[src/fftsc_pkg.sv]
// Package: constants, states and carriers for the transform status block
package fftsc_pkg;
	localparam int ADDR_W = 10;
	localparam int CNT_W = 13;
	localparam logic [CNT_W-1:0] FRAME_CYCLES = 13'h0400;
	localparam int CALC_CYCLES_DEF = 5120;
	localparam logic [CNT_W-1:0] MODE_LEAD = 13'h0004;
	localparam logic [7:0] OFF_CTRL = 8'h00;
	localparam logic [7:0] OFF_STATUS = 8'h04;
	localparam logic [7:0] OFF_INT_STAT = 8'h08;
	localparam logic [7:0] OFF_INT_MASK = 8'h0C;
	localparam int CTRL_START = 0;
	localparam int CTRL_HALT = 1;
	localparam int ST_BUSY = 0;
	localparam int ST_CFG = 1;
	localparam int ST_DIR = 3;
	localparam int ST_SCALE = 4;
	localparam int ST_BANK = 5;
	localparam int ST_FSM = 6;
	localparam int IRQ_DONE = 0;
	localparam int IRQ_PRE = 1;
	localparam int IRQ_CAP = 2;
	localparam int IRQ_BADCFG = 3;
	localparam int IRQ_W = 4;
	localparam logic [IRQ_W-1:0] INT_MASK_RST = 4'h0;
	localparam logic [1:0] CTRL_RST = 2'h0;

	typedef enum logic [1:0] {
		CFG_INVALID = 2'b00,
		CFG_SINGLE = 2'b01,
		CFG_TRIPLE = 2'b10,
		CFG_DUAL = 2'b11
	} fftsc_cfg_t;

	typedef enum logic [1:0] {
		S_IDLE = 2'b00,
		S_LEAD = 2'b01,
		S_CALC = 2'b10,
		S_OUT = 2'b11
	} fftsc_state_t;

	typedef struct packed {
		logic working_we;
		logic x_a_we;
		logic x_b_we;
		logic y_a_we;
		logic y_b_we;
		logic x_a_en;
		logic y_a_en;
		logic bank;
	} fftsc_mem_t;

	localparam fftsc_mem_t MEM_RST = 8'h00;
endpackage

[src/fftsc_sync.sv]
// Two-stage synchroniser for slow pins
`timescale 1ns/1ps
`default_nettype none
module fftsc_sync #(
	parameter int W = 2
) (
	input wire logic i_ref_clk,
	input wire logic i_reset,
	input wire logic [W-1:0] i_async,
	output logic [W-1:0] o_sync
);
	logic [W-1:0] meta_reg;
	logic [W-1:0] sync_reg;

	always_ff @(posedge i_ref_clk or posedge i_reset) begin
		if (i_reset) begin
			meta_reg <= '0;
			sync_reg <= '0;
		end else begin
			meta_reg <= i_async;
			sync_reg <= meta_reg;
		end
	end

	assign o_sync = sync_reg;
endmodule
`default_nettype wire

[src/fftsc_addr.sv]
// Address generator: read address counter and write address one cycle behind
`timescale 1ns/1ps
`default_nettype none
module fftsc_addr (
	input wire logic i_ref_clk,
	input wire logic i_reset,
	input wire logic i_ce,
	input wire logic i_clear,
	input wire logic i_step,
	output logic [fftsc_pkg::ADDR_W-1:0] o_rd_addr,
	output logic [fftsc_pkg::ADDR_W-1:0] o_wr_addr
);
	logic [fftsc_pkg::ADDR_W-1:0] rd_reg;
	logic [fftsc_pkg::ADDR_W-1:0] rd_next;
	logic [fftsc_pkg::ADDR_W-1:0] wr_reg;

	assign rd_next = i_clear ? '0 :
		i_step ? rd_reg + 10'h001 : rd_reg;

	// Write address trails read by one cycle to match memory read latency
	always_ff @(posedge i_ref_clk or posedge i_reset) begin
		if (i_reset) begin
			rd_reg <= '0;
			wr_reg <= '0;
		end else if (i_ce) begin
			rd_reg <= rd_next;
			wr_reg <= rd_reg;
		end
	end

	assign o_rd_addr = rd_reg;
	assign o_wr_addr = wr_reg;
endmodule
`default_nettype wire

[src/fftsc_core.sv]
// Transform status strobes, memory control and APB register block
`timescale 1ns/1ps
`default_nettype none
module fftsc_core #(
	parameter int CALC_CYCLES = fftsc_pkg::CALC_CYCLES_DEF
) (
	input wire logic i_ref_clk,
	input wire logic i_reset,
	input wire logic i_ce,
	input wire logic i_start,
	input wire logic i_transform_direction_select,
	input wire logic i_scale_select,
	input wire logic i_io_mode0,
	input wire logic i_io_mode1,
	input wire logic i_psel,
	input wire logic i_penable,
	input wire logic i_pwrite,
	input wire logic [7:0] i_paddr,
	input wire logic [31:0] i_pwdata,
	output logic [31:0] o_prdata,
	output logic o_pready,
	output logic o_pslverr,
	output logic o_irq,
	output logic o_done,
	output logic o_pre_frame_pulse,
	output logic o_burst_transfer_strobe,
	output logic o_early_burst_transfer_strobe,
	output logic o_busy,
	output logic o_mode_capture,
	output logic o_frame,
	output logic o_direction,
	output logic o_scale,
	output logic o_working_mem_port_a_write_en,
	output logic o_x_mem_port_a_write_en,
	output logic o_x_mem_port_b_write_en,
	output logic o_y_mem_port_a_write_en,
	output logic o_y_mem_port_b_write_en,
	output logic o_x_mem_port_a_enable,
	output logic o_y_mem_port_a_enable,
	output logic o_bank_select,
	output logic [9:0] o_x_mem_read_address,
	output logic [9:0] o_x_mem_write_address,
	output logic [9:0] o_y_mem_read_address
);
	localparam logic [12:0] CALC_LAST = 13'(CALC_CYCLES - 1);

	fftsc_pkg::fftsc_state_t state_reg;
	fftsc_pkg::fftsc_state_t state_next;
	fftsc_pkg::fftsc_cfg_t cfg;
	fftsc_pkg::fftsc_mem_t mem_reg;
	fftsc_pkg::fftsc_mem_t mem_next;
	logic [1:0] mode_sync;
	logic [12:0] cnt_reg;
	logic [12:0] cnt_next;
	logic dir_reg;
	logic scale_reg;
	logic [1:0] ctrl_reg;
	logic start_pulse_reg;
	logic [3:0] int_stat_reg;
	logic [3:0] int_mask_reg;
	logic [3:0] int_event;
	logic [31:0] prdata_reg;
	logic bank_reg;

	fftsc_sync #(
		.W(2)
	) u_sync (
		.i_ref_clk(i_ref_clk),
		.i_reset(i_reset),
		.i_async({i_io_mode0, i_io_mode1}),
		.o_sync(mode_sync)
	);

	assign cfg = fftsc_pkg::fftsc_cfg_t'(mode_sync);

	// Sequencer decode
	wire is_single = (cfg == fftsc_pkg::CFG_SINGLE);
	wire is_dual = (cfg == fftsc_pkg::CFG_DUAL);
	wire is_triple = (cfg == fftsc_pkg::CFG_TRIPLE);
	wire is_cont = is_dual | is_triple;
	wire st_idle = (state_reg == fftsc_pkg::S_IDLE);
	wire st_lead = (state_reg == fftsc_pkg::S_LEAD);
	wire st_calc = (state_reg == fftsc_pkg::S_CALC);
	wire st_out = (state_reg == fftsc_pkg::S_OUT);
	wire cnt_zero = (cnt_reg == 13'h0000);
	wire start_req = i_start | start_pulse_reg;
	wire start_ok = st_idle & start_req & (cfg != fftsc_pkg::CFG_INVALID);
	wire start_bad = st_idle & start_req & (cfg == fftsc_pkg::CFG_INVALID);
	wire mode_cap = st_lead & (cnt_reg == fftsc_pkg::MODE_LEAD - 13'h0001);
	wire halt = ctrl_reg[fftsc_pkg::CTRL_HALT];

	always_comb begin
		state_next = state_reg;
		cnt_next = cnt_zero ? cnt_reg : cnt_reg - 13'h0001;
		unique case (state_reg)
			fftsc_pkg::S_IDLE: begin
				if (start_ok && is_single) begin
					state_next = fftsc_pkg::S_CALC;
					cnt_next = CALC_LAST;
				end else if (start_ok) begin
					state_next = fftsc_pkg::S_LEAD;
					cnt_next = fftsc_pkg::MODE_LEAD - 13'h0001;
				end
			end
			fftsc_pkg::S_LEAD: begin
				if (cnt_zero) begin
					state_next = fftsc_pkg::S_CALC;
					cnt_next = CALC_LAST;
				end
			end
			fftsc_pkg::S_CALC: begin
				if (cnt_zero) begin
					state_next = fftsc_pkg::S_OUT;
					cnt_next = fftsc_pkg::FRAME_CYCLES - 13'h0001;
				end
			end
			fftsc_pkg::S_OUT: begin
				if (cnt_zero && is_cont && !halt) begin
					state_next = fftsc_pkg::S_LEAD;
					cnt_next = fftsc_pkg::MODE_LEAD - 13'h0001;
				end else if (cnt_zero) begin
					state_next = fftsc_pkg::S_IDLE;
				end
			end
		endcase
	end

	// State and counter advance only while the clock enable is high
	always_ff @(posedge i_ref_clk or posedge i_reset) begin
		if (i_reset) begin
			state_reg <= fftsc_pkg::S_IDLE;
			cnt_reg <= '0;
		end else if (i_ce) begin
			state_reg <= state_next;
			cnt_reg <= cnt_next;
		end
	end

	// Operation mode capture
	wire dir_next = (start_ok | mode_cap) ?
		i_transform_direction_select : dir_reg;
	wire scale_next = (start_ok | mode_cap) ? i_scale_select : scale_reg;

	always_ff @(posedge i_ref_clk or posedge i_reset) begin
		if (i_reset) begin
			dir_reg <= 1'b0;
			scale_reg <= 1'b0;
		end else if (i_ce) begin
			dir_reg <= dir_next;
			scale_reg <= scale_next;
		end
	end

	// Status strobes
	assign o_frame = st_out;
	assign o_done = st_out & cnt_zero;
	assign o_pre_frame_pulse = st_calc & cnt_zero;
	assign o_burst_transfer_strobe = is_dual & st_out;
	assign o_early_burst_transfer_strobe = is_dual & o_pre_frame_pulse;
	assign o_busy = !st_idle;
	assign o_mode_capture = mode_cap;
	assign o_direction = dir_reg;
	assign o_scale = scale_reg;

	// Memory control
	wire bank_next = (is_triple & o_done) ? !bank_reg : bank_reg;
	always_comb begin
		mem_next = fftsc_pkg::MEM_RST;
		mem_next.working_we = is_single & st_calc;
		mem_next.x_a_we = is_cont & st_calc;
		mem_next.x_b_we = is_dual & st_out;
		mem_next.y_a_we = is_triple & st_calc & bank_reg;
		mem_next.y_b_we = is_cont & st_out;
		mem_next.x_a_en = !st_idle;
		mem_next.y_a_en = is_triple & !st_idle;
		mem_next.bank = bank_next;
	end

	always_ff @(posedge i_ref_clk or posedge i_reset) begin
		if (i_reset) begin
			mem_reg <= fftsc_pkg::MEM_RST;
			bank_reg <= 1'b0;
		end else if (i_ce) begin
			mem_reg <= mem_next;
			bank_reg <= bank_next;
		end
	end

	assign o_working_mem_port_a_write_en = mem_reg.working_we;
	assign o_x_mem_port_a_write_en = mem_reg.x_a_we;
	assign o_x_mem_port_b_write_en = mem_reg.x_b_we;
	assign o_y_mem_port_a_write_en = mem_reg.y_a_we;
	assign o_y_mem_port_b_write_en = mem_reg.y_b_we;
	assign o_x_mem_port_a_enable = mem_reg.x_a_en;
	assign o_y_mem_port_a_enable = mem_reg.y_a_en;
	assign o_bank_select = mem_reg.bank;

	fftsc_addr u_addr (
		.i_ref_clk(i_ref_clk),
		.i_reset(i_reset),
		.i_ce(i_ce),
		.i_clear(st_idle | st_lead | o_pre_frame_pulse),
		.i_step(st_calc | st_out),
		.o_rd_addr(o_x_mem_read_address),
		.o_wr_addr(o_x_mem_write_address)
	);

	// Y read address mirrors X in continuous configs, else parked at zero
	assign o_y_mem_read_address = is_cont ? o_x_mem_read_address : '0;

	// APB slave, zero wait states
	wire setup = i_psel & !i_penable;
	wire access = i_psel & i_penable;
	wire hit_ctrl = (i_paddr == fftsc_pkg::OFF_CTRL);
	wire hit_status = (i_paddr == fftsc_pkg::OFF_STATUS);
	wire hit_istat = (i_paddr == fftsc_pkg::OFF_INT_STAT);
	wire hit_imask = (i_paddr == fftsc_pkg::OFF_INT_MASK);
	wire mapped = hit_ctrl | hit_status | hit_istat | hit_imask;
	wire wr = access & i_pwrite & mapped;
	wire [31:0] status_word = {24'h000000, state_reg, bank_reg, scale_reg,
		dir_reg, cfg, o_busy};
	wire [31:0] rd_mux = hit_ctrl ? {30'h00000000, ctrl_reg} :
		hit_status ? status_word :
		hit_istat ? {28'h0000000, int_stat_reg} :
		hit_imask ? {28'h0000000, int_mask_reg} : 32'h00000000;

	assign o_pready = 1'b1;
	assign o_pslverr = access & !mapped;
	assign o_prdata = prdata_reg;

	// Events are counted once per enabled cycle
	assign int_event[fftsc_pkg::IRQ_DONE] = o_done & i_ce;
	assign int_event[fftsc_pkg::IRQ_PRE] = o_pre_frame_pulse & i_ce;
	assign int_event[fftsc_pkg::IRQ_CAP] = mode_cap & i_ce;
	assign int_event[fftsc_pkg::IRQ_BADCFG] = start_bad & i_ce;

	wire [3:0] w1c = (wr & hit_istat) ? i_pwdata[3:0] : 4'h0;
	wire [3:0] int_stat_next = (int_stat_reg & ~w1c) | int_event;

	always_ff @(posedge i_ref_clk or posedge i_reset) begin
		if (i_reset) begin
			ctrl_reg <= fftsc_pkg::CTRL_RST;
			start_pulse_reg <= 1'b0;
			int_stat_reg <= '0;
			int_mask_reg <= fftsc_pkg::INT_MASK_RST;
			prdata_reg <= '0;
		end else begin
			start_pulse_reg <= start_pulse_reg ? !i_ce :
				(wr & hit_ctrl & i_pwdata[fftsc_pkg::CTRL_START]);
			if (wr & hit_ctrl)
				ctrl_reg <= {i_pwdata[fftsc_pkg::CTRL_HALT], 1'b0};
			if (wr & hit_imask)
				int_mask_reg <= i_pwdata[3:0];
			int_stat_reg <= int_stat_next;
			if (setup)
				prdata_reg <= rd_mux;
		end
	end

	assign o_irq = |(int_stat_reg & int_mask_reg);
endmodule
`default_nettype wire

[config.mk]
export PLATFORM = sky130hd
export DESIGN_NAME = fftsc_core
export DESIGN_NICKNAME = d
export VERILOG_FILES = /design/src/fftsc_pkg.sv /design/src/fftsc_sync.sv /design/src/fftsc_addr.sv /design/src/fftsc_core.sv
export SDC_FILE = /design/constraint.sdc
export NUM_CORES = 1
export LEC_CHECK = 0
export BUFFER_PORTS_ARGS = -buffer_cell sky130_fd_sc_hd__buf_2
export CAP_MARGIN = 20
export CORE_MARGIN = 1
export CORE_UTILIZATION = 40
export CTS_CLUSTER_SIZE = 25
export DETAILED_ROUTE_END_ITERATION = 8
export PLACE_DENSITY = 0.65
export SKIP_CTS_REPAIR_TIMING = 1
export SYNTH_ARGS = -nofsm -noshare
export SYNTH_HDL_FRONTEND = slang
export SYNTH_HIERARCHICAL = 1
export SYNTH_SLANG_ARGS = --single-unit
[constraint.sdc]
create_clock -name i_ref_clk -period 3.2 [get_ports i_ref_clk]
set_input_delay 0.16 -clock i_ref_clk [delete_from_list [all_inputs] [get_ports i_ref_clk]]
set_output_delay 0.16 -clock i_ref_clk [all_outputs]
set_load 0.02 [all_outputs]
==> results.json <==
{
  "leakagePower_nw": 2.29,
  "hp-class": "primary input to flop",
  "ant_nets": 0,
  "setup_violations": 0,
  "slew_viol_final": 0,
  "grt_pass1_wl_mm": 16.8,
  "ys_seq_area_share_pct": 40.7,
  "tightest_slew_ns": 0.766,
  "setup.worst_path.end_class": "flop",
  "clk_latency_ns": 0.34,
  "overflow": 0,
  "critPathTopFamily": "simple AND/OR/NAND/NOR gates",
  "grt_usage_pct": 20.6,
  "antenna_cells": 0,
  "synth_ff_type": "dfrtp_1",
  "synth_cells": 427,
  "max_freq_ghz": 0.357,
  "grt_pass1_vias": 3310,
  "pwr-share-seq_pct": 34.6,
  "cts_tree": "yes",
  "timing.rr.start": "cnt_reg[0]",
  "finish.utilization_pct": 48.5,
  "rows": 36,
  "crit_arrival_ns": 3.07,
  "outcome": "complete, no violations",
  "final.fill_count": 941,
  "die_area_um2": 10700,
  "cp-startpoint": "cnt_reg[0]",
  "synth_edf_count": 0,
  "final_common_cell": "buf_2",
  "ios": 133,
  "largest_reg_flops": 13,
  "swShare_pct": 43.3,
  "start_kind": "flop",
  "cp_max_fo": 8,
  "path_class": "flop to flop",
  "ys_types": 72,
  "intPower_w": 0.00212,
  "finalNetCount": 566,
  "crit_required_ns": 3.47,
  "multi_input_area_um2": 2130,
  "cts-root-buf": "clkbuf_8",
  "clockBufferDepth": 2,
  "syn2layout_area_growth_pct": 16.0,
  "worst_path_max_delay_cell": "or4_1",
  "power_switching_w": 0.00162,
  "core_area_um2": 9860,
  "hold_viol_final": 0,
  "synthArstFlopShare_pct": 100,
  "post-route-min-period_ns": 2.80,
  "dp_hpwl_mm": 7.48,
  "clkSlewWorstSetupHoldPaths_ns": 0.08,
  "h-tree-depth": 3,
  "wirelength_mm": 10.6,
  "syn_area_um2": 4120,
  "drtIter0Drc": 310,
  "port_buffers": 79,
  "rsz0062_at_grt": "false",
  "drc": 0,
  "drv_cap": 0,
  "layout-drive-gt1-share_pct": 29.4,
  "setup_tns_ns": 0,
  "grt_max_degree": 44,
  "yosys_warnings": 6,
  "dr.pass1.iters": 5,
  "synth_seq_cells": 67,
  "power_density_nw_per_um2": 782,
  "cts_made_buffers": 9,
  "final.period_utilization_pct": 87.5,
  "vias_per_cell": 5.55,
  "cp_cell_sequence": "inv_1 > ha_1 > nor4b_2 > and3_1 > and2_1 > or3_1 > o2111ai_1 > or4_1 > a21oi_1",
  "path_buf_inv": 1,
  "via_count": 3572,
  "relSlewSlack_pct": 48.9,
  "ff_latch_area_um2": 1680,
  "dieWidth_um": 103,
  "max_stage_delay_ns": 0.53,
  "cts.sinks": 67,
  "grt_antenna_before_repair": 0,
  "skew_ns": 0.00789,
  "die_h_um": 103,
  "hold_start": "i_scale_select",
  "peakVddDrop_v": 0.000352,
  "wl_per_cell_um": 16.5,
  "syn_avg_cell_area_um2": 9.65,
  "pwr-share-comb_pct": 43.8,
  "start_util_pct": 41.8,
  "clockPowerShare_pct": 21.6,
  "final_cell_mix": "buf_2 (79), dfrtp_1 (67), nand2_1 (32), o21ai_0 (31), conb_1 (25)",
  "gp_congestion": 0.912
}
-- power groups by stage --
stage | clock, W | sequential (W) | combinational [W]
2_1_floorplan | 0 | 0.00134 | 0.00114
3_3_place_gp | 0 | 0.00129 | 0.00157
3_5_place_dp | 0 | 0.00130 | 0.00161
4_1_cts | 0.000823 | 0.00129 | 0.00162
5_1_grt | 0.000860 | 0.00133 | 0.00181
6_report | 0.000806 | 0.00129 | 0.00164
-- layout make-up --
type | count | share of cell area (%)
multi-input cells | 313 | 44.5
flip-flops and latches | 67 | 35.1
repair buffers | 91 | 10.3
well taps | 133 | 3.48
clock buffers | 10 | 2.88
inverters | 24 | 1.88
clock inverters | 6 | 1.86
-- worst register-to-register path: cells and delay by family, from the launching register on --
kind,cells,cell delay (ns)
and+or+nand+nor,5,1.52
DFF,1,0.42
AOI/OAI and AO/OA,2,0.41
adders and majority gates,1,0.24
buffers and inverters,1,0.13
-- worst paths after layout --
| path | depth (start not counted) | end | slack, ns |
|---|---|---|---|
| setup / recovery | 9 | u_addr/o_rd_addr[8] | 0.40 |
| hold / removal | 2 | o_scale | 0.05 |
| setup reg to reg | 9 | u_addr/o_rd_addr[8] | 0.40 |
| hold reg to reg | 0 | u_sync/o_sync[0] | 0.35 |
| max in group asynchronous | 3 | u_addr/o_wr_addr[1] | 2.17 |
| min in group asynchronous | 3 | u_sync/meta_reg[1] | 0.28 |
-- cell families after synthesis --
| kind of cell | count (synthesis) | synth area share (%) |
|---|---|---|
| AO/OA/AOI/OAI | 107 | 18.8 |
| XOR/XNOR | 3 | 0.638 |
| adder cells (fa/ha/maj) | 9 | 2.73 |
| buffers and inverters | 70 | 9.75 |
| flip-flops | 67 | 40.7 |
| multiplexers | 27 | 7.56 |
| other | 2 | 0.182 |
| AND/OR/NAND/NOR | 142 | 19.7 |
-- synth_stat cells, types with 7 or more instances --
cell      count  area share (%)
dfrtp_1      67              41
inv_1        23             2.1
nand3_1      10             1.2
ha_1          9             2.7
mux2_2       23             6.3
or4_1         7             1.3
nor4_1        7             1.1
and2_1       13             2.0
clkbuf_1     11             1.0
nor2_1       22             2.0
nor3_1        8            0.97
a21oi_1      17             2.1
a22o_1       11             2.3
nand2_1      32             2.9
buf_4        25             4.6
o21ai_0      31             3.8
-- metrics by stage --
stage          std cells  hold WS, ns  cell area [um2]  total power, W  setup WS (ns)
6_report             644       0.0497             4780         0.00374          0.399
5_1_grt              644       0.0334             4780         0.00400          0.224
4_1_cts              641       -0.301             4750         0.00374          0.441
3_5_place_dp         625       0.0698             4520         0.00292          0.472
3_3_place_gp         625       0.0610             4520         0.00286          0.543
2_1_floorplan        450      -0.0739             4210         0.00247          0.273
-- metal layers --
metal	routed length (um)	share of wire (%)	track usage (%)
met5	0	0	0
met4	155	1.5	7.26
met3	774	7.3	4.23
met2	4970	47	31.8
met1	4710	44	28.6
Note: power is estimated with default switching activity, not from simulation.
